==> src/hdl/shwbc_pkg.sv <==
package shwbc_pkg;

  // Register addresses carried in the 7-bit address field of a frame.
  localparam logic [6:0] ADDR_HW_CONFIG   = 7'h02;
  localparam logic [6:0] ADDR_WATCHDOG    = 7'h03;
  localparam logic [6:0] ADDR_BUS_CTRL_A  = 7'h04;

  // Frame layout.
  localparam int         FRAME_BITS       = 16;
  localparam int         ACCESS_BIT       = 7;

  // Hardware configuration control fields.
  localparam int         HW_AUX_LEVEL_BIT = 7;
  localparam int         HW_SOFT_PULSE_BIT = 6;
  localparam int         HW_FAIL_SW_BIT   = 5;
  localparam int         HW_UV_KEEP_BIT   = 4;
  localparam int         HW_LOAD_SHARE_BIT = 3;
  localparam int         HW_STOP_SHARE_BIT = 1;
  localparam int         HW_TOLERANCE_BIT = 0;
  localparam logic [7:0] HW_WRITE_MASK    = 8'hfb;
  localparam logic [7:0] HW_POR_VALUE     = 8'h00;
  localparam logic [7:0] HW_SOFT_KEEP     = 8'h88;
  localparam logic [7:0] HW_RESTART_KEEP  = 8'hd9;

  // Watchdog control fields.
  localparam int         WD_STOP_OFF_BIT  = 6;
  localparam int         WD_WINDOW_BIT    = 5;
  localparam int         WD_BUS_WAKE_BIT  = 4;
  localparam int         WD_PERIOD_MSB    = 2;
  localparam logic [7:0] WD_WRITE_MASK    = 8'hf7;
  localparam logic [7:0] WD_RESET_VALUE   = 8'h14;
  localparam logic [7:0] WD_RESTART_KEEP  = 8'hb0;
  localparam logic [7:0] WD_RESTART_SET   = 8'h04;
  localparam logic [2:0] WD_PERIOD_LAST   = 3'h5;

  // Bus transceiver control fields.
  localparam int         BUS_FLASH_BIT    = 7;
  localparam int         BUS_SLOPE_BIT    = 6;
  localparam int         BUS_TIMEOUT_BIT  = 5;
  localparam int         BUS_WIRE_LSB     = 3;
  localparam logic [7:0] BUS_WRITE_MASK   = 8'hfb;
  localparam logic [7:0] BUS_RESET_VALUE  = 8'h20;
  localparam logic [4:0] BUS_FAILSAFE_LOW = 5'h09;

  // Transceiver mode codes.
  localparam logic [1:0] XCVR_OFF         = 2'h0;
  localparam logic [1:0] XCVR_WAKE        = 2'h1;
  localparam logic [1:0] XCVR_RX_ONLY     = 2'h2;
  localparam logic [1:0] XCVR_NORMAL      = 2'h3;

  // Timing.
  localparam int         SYS_CLK_MHZ      = 125;
  localparam int         RESET_PULSE_NS   = 1000;
  localparam int         RESET_PULSE_CYCLES = (RESET_PULSE_NS * SYS_CLK_MHZ + 999) / 1000;

  typedef enum logic [1:0] {
    SHWBC_IDLE  = 2'b01,
    SHWBC_FRAME = 2'b10
  } shwbc_state_t;

endpackage : shwbc_pkg

==> src/hdl/shwbc_sync.sv <==
`timescale 1ns/1ns
module shwbc_sync #(
  parameter int WIDTH = 1
) (
  input  wire logic             sys_clk,
  input  wire logic             sys_rst,
  input  wire logic             clkEn,
  input  wire logic [WIDTH-1:0] asyncIn,
  input  wire logic [WIDTH-1:0] resetValue,
  output logic      [WIDTH-1:0] syncOut
);

  logic [WIDTH-1:0] stage1;
  logic [WIDTH-1:0] stage2;

  // Both stages hold the input relative to its idle level, so a zero reset shows idle.
  always_ff @(posedge sys_clk or posedge sys_rst) begin
    if (sys_rst) begin
      stage1 <= '0;
      stage2 <= '0;
    end else if (clkEn) begin
      stage1 <= asyncIn ^ resetValue;
      stage2 <= stage1;
    end
  end

  assign syncOut = stage2 ^ resetValue;

endmodule : shwbc_sync

==> src/hdl/shwbc_regs.sv <==
`timescale 1ns/1ns
// Functional notes
// - Bit 7 of hardware config picks aux regulator level: main level or fixed lower.
// - Bit 6 clear pulls reset output low during soft reset; set leaves it.
// - Bit 5 set activates failure outputs by software; clear leaves events only.
// - Event-driven failure outputs stay on until the global failure flag is cleared.
// - Entering restart clears the software failure bit and drops its outputs.
// - Bit 4 clear switches aux regulator off at battery undervoltage.
// - Bit 3 selects stand-alone or load-sharing aux regulator topology.
// - Bit 1 enables load sharing in stop mode and high-power phases.
// - Bit 0 sets watchdog tolerance: second failure at 0, first at 1.
// - Reserved bits read zero: config bit 2, watchdog bit 3, bus bit 2.
// - Power-on clears config; soft reset clears all but bits 7 and 3.
// - Host sets watchdog bit 7 for even parity; device uses it only as checksum.
// - Watchdog bit 6 set requests watchdog off during stop mode.
// - Watchdog bit 5 selects time-out or window watchdog.
// - Watchdog bit 4 set starts watchdog with long open window after bus wake.
// - Watchdog bits 2:0 pick period 10 to 500 ms; 110 undefined, 111 reserved.
// - Reset loads watchdog 0x14; restart clears bits 6, 3, forces period 100.
// - Bus control holds flash, slope, timeout, wire mode, CAN mode; resets 0x20.
// - Restart keeps bus bits 7:5, clears bit 2, mode fields from restart cause.
// - Stop-mode share enable also governs main regulator peak handling in stop.
// - Frame is 7-bit address, access bit 7 (1 write), then data byte.
// - Transceiver mode codes: off, wake capable, receive only, normal.
// - Flash, slope and timeout changes take effect when chip select rises.
// - Fail-safe entry reloads bus control with xxx0 1001.
module shwbc_regs
  import shwbc_pkg::*;
#(
  parameter int PULSE_CYCLES = RESET_PULSE_CYCLES
) (
  input  wire logic       sys_clk,
  input  wire logic       sys_rst,
  input  wire logic       clkEn,
  input  wire logic       spiClk,
  input  wire logic       chipSelectLowActive,
  input  wire logic       spiDataIn,
  output logic            spiDataOut,
  output logic            spiDataOutEn,
  input  wire logic       batteryUndervoltage,
  input  wire logic       auxRegRequest,
  input  wire logic       softResetPulse,
  input  wire logic       restartPulse,
  input  wire logic       failSafePulse,
  input  wire logic [1:0] restartWireMode,
  input  wire logic [1:0] restartCanMode,
  input  wire logic       failureEvent,
  input  wire logic       failureFlagClear,
  output logic            resetOutputLowActive,
  output logic            failureOutputs,
  output logic            auxRegEnable,
  output logic            auxRegLevelSelect,
  output logic            auxRegLoadShare,
  output logic            auxShareInStopEnable,
  output logic            wdogFirstFailTrips,
  output logic            wdogStopDisableLow,
  output logic            wdogWindowSelect,
  output logic            wdogStartOnBusWake,
  output logic [2:0]      wdogPeriodSelect,
  output logic            wdogPeriodValid,
  output logic            wdogParityOk,
  output logic            flashMode,
  output logic            lowSlopeMode,
  output logic            transmitTimeoutEnable,
  output logic [1:0]      firstSingleWireMode,
  output logic [1:0]      canMode
);

  localparam logic [3:0] PIN_IDLE = 4'b0100;

  logic [3:0]    pinSync;
  logic          sclkS;
  logic          csnS;
  logic          sdiS;
  logic          uvS;
  logic          sclkPrev;
  logic          csnPrev;
  logic          sclkRise;
  logic          sclkFall;
  logic          frameStart;
  logic          frameEnd;
  shwbc_state_t  state;
  logic [4:0]    bitCount;
  logic [15:0]   rxShift;
  logic [7:0]    readByte;
  logic [7:0]    hwConfig;
  logic [7:0]    wdCtrl;
  logic [7:0]    busCtrl;
  logic          failureLatched;
  logic [15:0]   pulseCount;
  logic          commitWrite;
  logic [6:0]    frameAddr;
  logic [7:0]    frameData;
  logic [7:0]    next_readByte;

  shwbc_sync #(
    .WIDTH(4)
  ) u_pin_sync (
    .sys_clk   (sys_clk),
    .sys_rst   (sys_rst),
    .clkEn     (clkEn),
    .asyncIn   ({batteryUndervoltage, chipSelectLowActive, spiDataIn, spiClk}),
    .resetValue(PIN_IDLE),
    .syncOut   (pinSync)
  );

  assign sclkS = pinSync[0];
  assign sdiS  = pinSync[1];
  assign csnS  = pinSync[2];
  assign uvS   = pinSync[3];

  assign sclkRise   = sclkS & ~sclkPrev & (state == SHWBC_FRAME);
  assign sclkFall   = ~sclkS & sclkPrev & (state == SHWBC_FRAME);
  assign frameStart = ~csnS & csnPrev;
  assign frameEnd   = csnS & ~csnPrev & (state == SHWBC_FRAME);
  assign frameAddr  = rxShift[ACCESS_BIT-1:0];
  assign frameData  = rxShift[15:8];

  // A write is only honoured for a frame of exactly sixteen clocks.
  assign commitWrite = frameEnd && (bitCount == 5'(FRAME_BITS)) && rxShift[ACCESS_BIT];

  always_ff @(posedge sys_clk or posedge sys_rst) begin
    if (sys_rst) begin
      sclkPrev <= 1'b0;
      csnPrev  <= 1'b1;
    end else if (clkEn) begin
      sclkPrev <= sclkS;
      csnPrev  <= csnS;
    end
  end

  always_ff @(posedge sys_clk or posedge sys_rst) begin
    if (sys_rst) begin
      state <= SHWBC_IDLE;
    end else if (clkEn) begin
      unique case (state)
        SHWBC_IDLE: begin
          if (frameStart) begin
            state <= SHWBC_FRAME;
          end
        end
        SHWBC_FRAME: begin
          if (csnS) begin
            state <= SHWBC_IDLE;
          end
        end
        default: begin
          state <= SHWBC_IDLE;
        end
      endcase
    end
  end

  // Bits arrive least significant first, so the shifter fills from the top.
  always_ff @(posedge sys_clk or posedge sys_rst) begin
    if (sys_rst) begin
      bitCount <= 5'h00;
      rxShift  <= 16'h0000;
    end else if (clkEn) begin
      if (frameStart) begin
        bitCount <= 5'h00;
        rxShift  <= 16'h0000;
      end else if (sclkRise) begin
        rxShift <= {sdiS, rxShift[15:1]};
        if (bitCount != 5'h1f) begin
          bitCount <= bitCount + 5'h01;
        end
      end
    end
  end

  always_comb begin
    next_readByte = 8'h00;
    unique case ({sdiS, rxShift[15:10]})
      ADDR_HW_CONFIG:  next_readByte = hwConfig & HW_WRITE_MASK;
      ADDR_WATCHDOG:   next_readByte = wdCtrl & WD_WRITE_MASK;
      ADDR_BUS_CTRL_A: next_readByte = busCtrl & BUS_WRITE_MASK;
      default:         next_readByte = 8'h00;
    endcase
  end

  // The read byte is captured with the seventh address bit, so the reply shows
  // the content held before any write carried by the same frame.
  always_ff @(posedge sys_clk or posedge sys_rst) begin
    if (sys_rst) begin
      readByte <= 8'h00;
    end else if (clkEn) begin
      if (sclkRise && (bitCount == 5'h06)) begin
        readByte <= next_readByte;
      end
    end
  end

  always_ff @(posedge sys_clk or posedge sys_rst) begin
    if (sys_rst) begin
      spiDataOut   <= 1'b0;
      spiDataOutEn <= 1'b0;
    end else if (clkEn) begin
      spiDataOutEn <= ~csnS;
      if (frameStart) begin
        spiDataOut <= 1'b0;
      end else if (sclkFall) begin
        if (bitCount[4:3] == 2'b01) begin
          spiDataOut <= readByte[bitCount[2:0]];
        end else begin
          spiDataOut <= 1'b0;
        end
      end
    end
  end

  // Hardware events take priority over a host write landing in the same cycle.
  always_ff @(posedge sys_clk or posedge sys_rst) begin
    if (sys_rst) begin
      hwConfig <= HW_POR_VALUE;
    end else if (clkEn) begin
      if (softResetPulse) begin
        hwConfig <= hwConfig & HW_SOFT_KEEP;
      end else if (restartPulse) begin
        hwConfig <= hwConfig & HW_RESTART_KEEP;
      end else if (commitWrite && (frameAddr == ADDR_HW_CONFIG)) begin
        hwConfig <= frameData & HW_WRITE_MASK;
      end
    end
  end

  // The checksum bit is stored as written; only the parity flag interprets it.
  always_ff @(posedge sys_clk or posedge sys_rst) begin
    if (sys_rst) begin
      wdCtrl <= WD_RESET_VALUE;
    end else if (clkEn) begin
      if (softResetPulse) begin
        wdCtrl <= WD_RESET_VALUE;
      end else if (restartPulse) begin
        wdCtrl <= (wdCtrl & WD_RESTART_KEEP) | WD_RESTART_SET;
      end else if (commitWrite && (frameAddr == ADDR_WATCHDOG)) begin
        wdCtrl <= frameData & WD_WRITE_MASK;
      end
    end
  end

  always_ff @(posedge sys_clk or posedge sys_rst) begin
    if (sys_rst) begin
      busCtrl <= BUS_RESET_VALUE;
    end else if (clkEn) begin
      if (softResetPulse) begin
        busCtrl <= BUS_RESET_VALUE;
      end else if (failSafePulse) begin
        busCtrl <= {busCtrl[7:5], BUS_FAILSAFE_LOW};
      end else if (restartPulse) begin
        busCtrl <= {busCtrl[7:5], restartWireMode, 1'b0, restartCanMode};
      end else if (commitWrite && (frameAddr == ADDR_BUS_CTRL_A)) begin
        busCtrl <= frameData & BUS_WRITE_MASK;
      end
    end
  end

  // A failure event arriving with the clear wins, so no event is lost.
  always_ff @(posedge sys_clk or posedge sys_rst) begin
    if (sys_rst) begin
      failureLatched <= 1'b0;
    end else if (clkEn) begin
      if (failureEvent) begin
        failureLatched <= 1'b1;
      end else if (failureFlagClear) begin
        failureLatched <= 1'b0;
      end
    end
  end

  // The pulse decision uses the setting held just before the soft reset clears it.
  always_ff @(posedge sys_clk or posedge sys_rst) begin
    if (sys_rst) begin
      pulseCount <= 16'h0000;
    end else if (clkEn) begin
      if (softResetPulse && !hwConfig[HW_SOFT_PULSE_BIT]) begin
        pulseCount <= 16'(PULSE_CYCLES);
      end else if (pulseCount != 16'h0000) begin
        pulseCount <= pulseCount - 16'h0001;
      end
    end
  end

  always_ff @(posedge sys_clk or posedge sys_rst) begin
    if (sys_rst) begin
      resetOutputLowActive <= 1'b1;
      failureOutputs       <= 1'b0;
      auxRegEnable         <= 1'b0;
      auxRegLevelSelect    <= 1'b0;
      auxRegLoadShare      <= 1'b0;
      auxShareInStopEnable <= 1'b0;
      wdogFirstFailTrips   <= 1'b0;
    end else if (clkEn) begin
      resetOutputLowActive <= (pulseCount == 16'h0000);
      failureOutputs       <= hwConfig[HW_FAIL_SW_BIT] | failureLatched;
      auxRegEnable         <= auxRegRequest & (~uvS | hwConfig[HW_UV_KEEP_BIT]);
      auxRegLevelSelect    <= hwConfig[HW_AUX_LEVEL_BIT];
      auxRegLoadShare      <= hwConfig[HW_LOAD_SHARE_BIT];
      // One bit drives both stop-mode sharing and the main regulator peak handling.
      auxShareInStopEnable <= hwConfig[HW_STOP_SHARE_BIT];
      wdogFirstFailTrips   <= hwConfig[HW_TOLERANCE_BIT];
    end
  end

  always_ff @(posedge sys_clk or posedge sys_rst) begin
    if (sys_rst) begin
      wdogStopDisableLow <= 1'b0;
      wdogWindowSelect   <= 1'b0;
      wdogStartOnBusWake <= 1'b1;
      wdogPeriodSelect   <= 3'h4;
      wdogPeriodValid    <= 1'b1;
      wdogParityOk       <= 1'b1;
    end else if (clkEn) begin
      wdogStopDisableLow <= wdCtrl[WD_STOP_OFF_BIT];
      wdogWindowSelect   <= wdCtrl[WD_WINDOW_BIT];
      wdogStartOnBusWake <= wdCtrl[WD_BUS_WAKE_BIT];
      wdogPeriodSelect   <= wdCtrl[WD_PERIOD_MSB:0];
      // Codes above the last listed period are flagged so the timer can refuse them.
      wdogPeriodValid    <= (wdCtrl[WD_PERIOD_MSB:0] <= WD_PERIOD_LAST);
      wdogParityOk       <= ~(^wdCtrl);
    end
  end

  always_ff @(posedge sys_clk or posedge sys_rst) begin
    if (sys_rst) begin
      flashMode             <= 1'b0;
      lowSlopeMode          <= 1'b0;
      transmitTimeoutEnable <= 1'b1;
      firstSingleWireMode   <= XCVR_OFF;
      canMode               <= XCVR_OFF;
    end else if (clkEn) begin
      flashMode             <= busCtrl[BUS_FLASH_BIT];
      lowSlopeMode          <= busCtrl[BUS_SLOPE_BIT];
      transmitTimeoutEnable <= busCtrl[BUS_TIMEOUT_BIT];
      firstSingleWireMode   <= busCtrl[BUS_WIRE_LSB+1:BUS_WIRE_LSB];
      canMode               <= busCtrl[1:0];
    end
  end

endmodule : shwbc_regs

==> config.mk <==
export PLATFORM = sky130hd
export DESIGN_NAME = shwbc_regs
export DESIGN_NICKNAME = d
export VERILOG_FILES = /design/src/hdl/shwbc_pkg.sv /design/src/hdl/shwbc_sync.sv /design/src/hdl/shwbc_regs.sv
export SDC_FILE = /design/constraint.sdc
export NUM_CORES = 1
export LEC_CHECK = 0
export BUFFER_PORTS_ARGS = -buffer_cell sky130_fd_sc_hd__buf_2
export CORE_ASPECT_RATIO = 1.1
export CORE_MARGIN = 4
export CORE_UTILIZATION = 37
export DETAILED_ROUTE_END_ITERATION = 8
export HOLD_SLACK_MARGIN = 0.06
export PLACE_DENSITY = 0.55
export SLEW_MARGIN = 15
export SYNTH_ARGS = -nofsm -noshare
export SYNTH_HDL_FRONTEND = slang
export SYNTH_SLANG_ARGS = --single-unit
==> constraint.sdc <==
create_clock -name sys_clk -period 5.8 [get_ports sys_clk]
set_clock_uncertainty 0.1 [all_clocks]
set_input_delay 0.87 -clock sys_clk [delete_from_list [all_inputs] [get_ports sys_clk]]
set_output_delay 0.87 -clock sys_clk [all_outputs]
set_load 0.01 [all_outputs]
==> reports/metrics.cfg <==
[worst_setup_path]
worstSetupPathType = primary input to flop
end_kind = flop
path_cells = buf_2 -> buf_4 -> nand3_2 -> or3b_2 -> o21ai_0
cp.depth = 5
ff2ff_setup_slack_ps = 3270
slowest_stage = or3b_2
crit_start = clkEn
worstPathRequired_ps = 5960
worstReg2RegStart = bitCount[0]
critical_path_buf_inv_count = 2
crit_path_start_kind = primary input
worstPathMaxFanout = 51
crit_end = readByte[0]
critPathMaxStageDelay_ps = 600
cpLargestDelayFamily = buffers and inverters
r2r_cells = 7
crit_arrival_ps = 3020
worstReg2RegEnd = hwConfig[3]

[drt]
wire_per_inst_um = 17.37
vias_per_cell = 5.614
wl_met1_mm = 5.424
wl_met2_mm = 5.400
wl_met3_um = 456
totalWireLength_mm = 11.48
via_count = 3711
initialDrtViolationCount = 263
drc_errors = 0
drt-pass1-iter-count = 5
highest_layer = met4
postRouteAntennaNets = 0

[layout]
layout_commonest_cell = dfrtp_1
drive_gt1_frac = 0.2360
antenna_cells = 0
final_cell_mix = dfrtp_1 (92), nand2_1 (47), buf_2 (40), o21ai_0 (34), mux2_2 (31)
fin_util = 0.4215
area_growth_pct = 11.92
final_nets = 518

[floorplan]
die_area_um2 = 15310
start_util = 0.3767
ios = 41
die_h_um = 129.4
core_area_um2 = 13160
fp.dieW_um = 118.4
fp-row-count = 44

[pwr]
power_density_nw_per_um2 = 282.1
ir_drop_mv = 0.1502
power.total_mw = 1.565
leakage_nw = 2.419

[synthesis]
ys_ff_latch = 103
synth_top_area_frac = 0.4645
netlist_area_um2 = 4956
syn_inst = 465
synth.area.top_cells = dfrtp_1 (46%), mux2_2 (7.0%), dfstp_2 (5.8%), nand2_1 (3.6%), o21ai_0 (3.4%)
synth_area_leader_cell = dfrtp_1
avgSynthCellArea_um2 = 10.66
synthArstFlopShare = 1.000
synth_enable_flop_cells = 0
synth_nets = 488
synthFlopType = dfrtp_1
yosys_warnings = 0
yosysUniqueCellTypes = 62
synth-seq-area-share = 0.5228

[sta]
tns_ps = 0
max_slew_margin = 0.4532
hold_violations = 0
finalSetupViolCount = 0
clock.fmax_mhz = 350.2
grt_setup_unrepaired = no
drv_slew = 0
timing.final.crit_share = 0.4923
hold_slack_ps = 376.1
fin_ws_ps = 2945
worst_pin_slew_ps = 815.2
period_minus_slack_ps = 2855

[placement]
pre_cts_slack_ps = 2557
io_buffer_count = 40
gp_congestion = 0.8112
hpwl_mm = 7.940

[grt]
grt_max_degree = 63
grt_pass1_vias = 3712
antenna_found_initial = 0
grt_usage = 0.1562
grt_pass1_wl_mm = 19.18
grt-ovfl-total = 0

[min_path]
hold_depth = 2
hp-class = flop to flop

[clock_tree]
clk_pin_slew_ps = 70
ctsResizeCount = 0
clock_latency_ps = 350
cts_buffers = 9
ctsHoldBuffers = 0
clockBufferDepth = 2
root_buffer = clkbuf_16
cts_sinks = 103
htree_levels = 3
cts_tree = yes
cts_setup_buffers = 0

[outcome]
outcome = complete, no violations

[flow_run]
drv_cap = 0

report_power, final:
group | switching [mW] | leakage (nW) | total (mW) | internal [mW]
registers | 0.0532 | 1.34 | 0.813 | 0.760
logic | 0.0925 | 0.946 | 0.162 | 0.0690
clock network | 0.274 | 0.135 | 0.590 | 0.316
worst min-delay path, delay by kind of cell (launching register included):
| family | cells | cell delay, ps |
|---|---|---|
| AO/OA/AOI/OAI | 1 | 60 |
| flip-flops | 1 | 370 |
| buffers and inverters | 1 | 40 |
stage by stage:
stage                     cells  area [um^2]
after global routing        661         5547
after CTS                   661         5547
after detailed placement    645         5261
final                       661         5547
after floorplan             465         4956
after global placement      645         5261
how the worst min path moves through the flow:
| stage | start | to | slack (ps) |
|---|---|---|---|
| detailed placement | wdogPeriodSelect[2] | wdogPeriodSelect[2] | 370 |
| global route | wdogPeriodSelect[2] | wdogPeriodSelect[2] | 410 |
| finish | wdogPeriodSelect[2] | wdogPeriodSelect[2] | 380 |
| CTS | wdogPeriodSelect[2] | wdogPeriodSelect[2] | 380 |
| global placement | wdogPeriodSelect[2] | wdogPeriodSelect[2] | 360 |
| floorplan | readByte[2] | readByte[2] | 340 |
metal layers:
metal	global-route usage	vias up
li1	-	1759
met1	0.2119	1838
met2	0.2462	95
met3	0.04016	19
met4	0.05172	0
met5	0	-
state kept, by name, summed over array words and instances, names as in the netlist, 2 cells and up:
name,count
wdogPeriodSelect,3
wdCtrl,7
u_pin_sync.stage2,4
state,2
busCtrl,7
firstSingleWireMode,2
canMode,2
readByte,8
pulseCount,16
bitCount,5
u_pin_sync.stage1,4
hwConfig,7
rxShift,16
layout make-up:
cell class              instances  area (um^2)
multi-input cells             317         2165
inverters                      21        81.33
clock inverters                 4        28.78
fillers                      1284         7611
repair buffers                 43        222.7
well taps                     161        201.4
clock buffers                  12        256.5
flip-flops and latches        103         2591
cells by family after synthesis:
kind of cell             count (synthesis)  share of synthesized area
AND/OR/NAND/NOR                        148                     0.1639
AO/OA/AOI/OAI                          119                     0.1580
flip-flops                             103                     0.5228
buffers and inverters                   45                    0.04039
multiplexers                            36                    0.08558
XOR/XNOR                                 8                    0.01414
adder cells (fa/ha/maj)                  6                    0.01515
cells in the mapped netlist, types with 2 or more instances:
cell type   n
a21oi_1    24
nand2_1    47
a22oi_1     7
ha_1        6
inv_1      21
mux4_2      2
dfstp_2    11
o211ai_1    4
mux2i_1     3
a31oi_1     7
dfrtp_1    92
xor2_1      2
nand4_1     2
xnor2_1     6
o41ai_1     5
and2_1      5
and4bb_2    3
nor2_1     20
a21o_1      4
or2_2       2
o21a_1      2
nor4_1     10
nor3_1     12
nand3_1    18
buf_4       2
a211oi_1    3
buf_6       3
a22o_1     17
o31ai_1     4
nor2b_1     6
mux2_2     31
clkbuf_1   17
and3_1      4
nor3b_1     2
o21ai_0    34
Power figures use the tool's default switching activity.
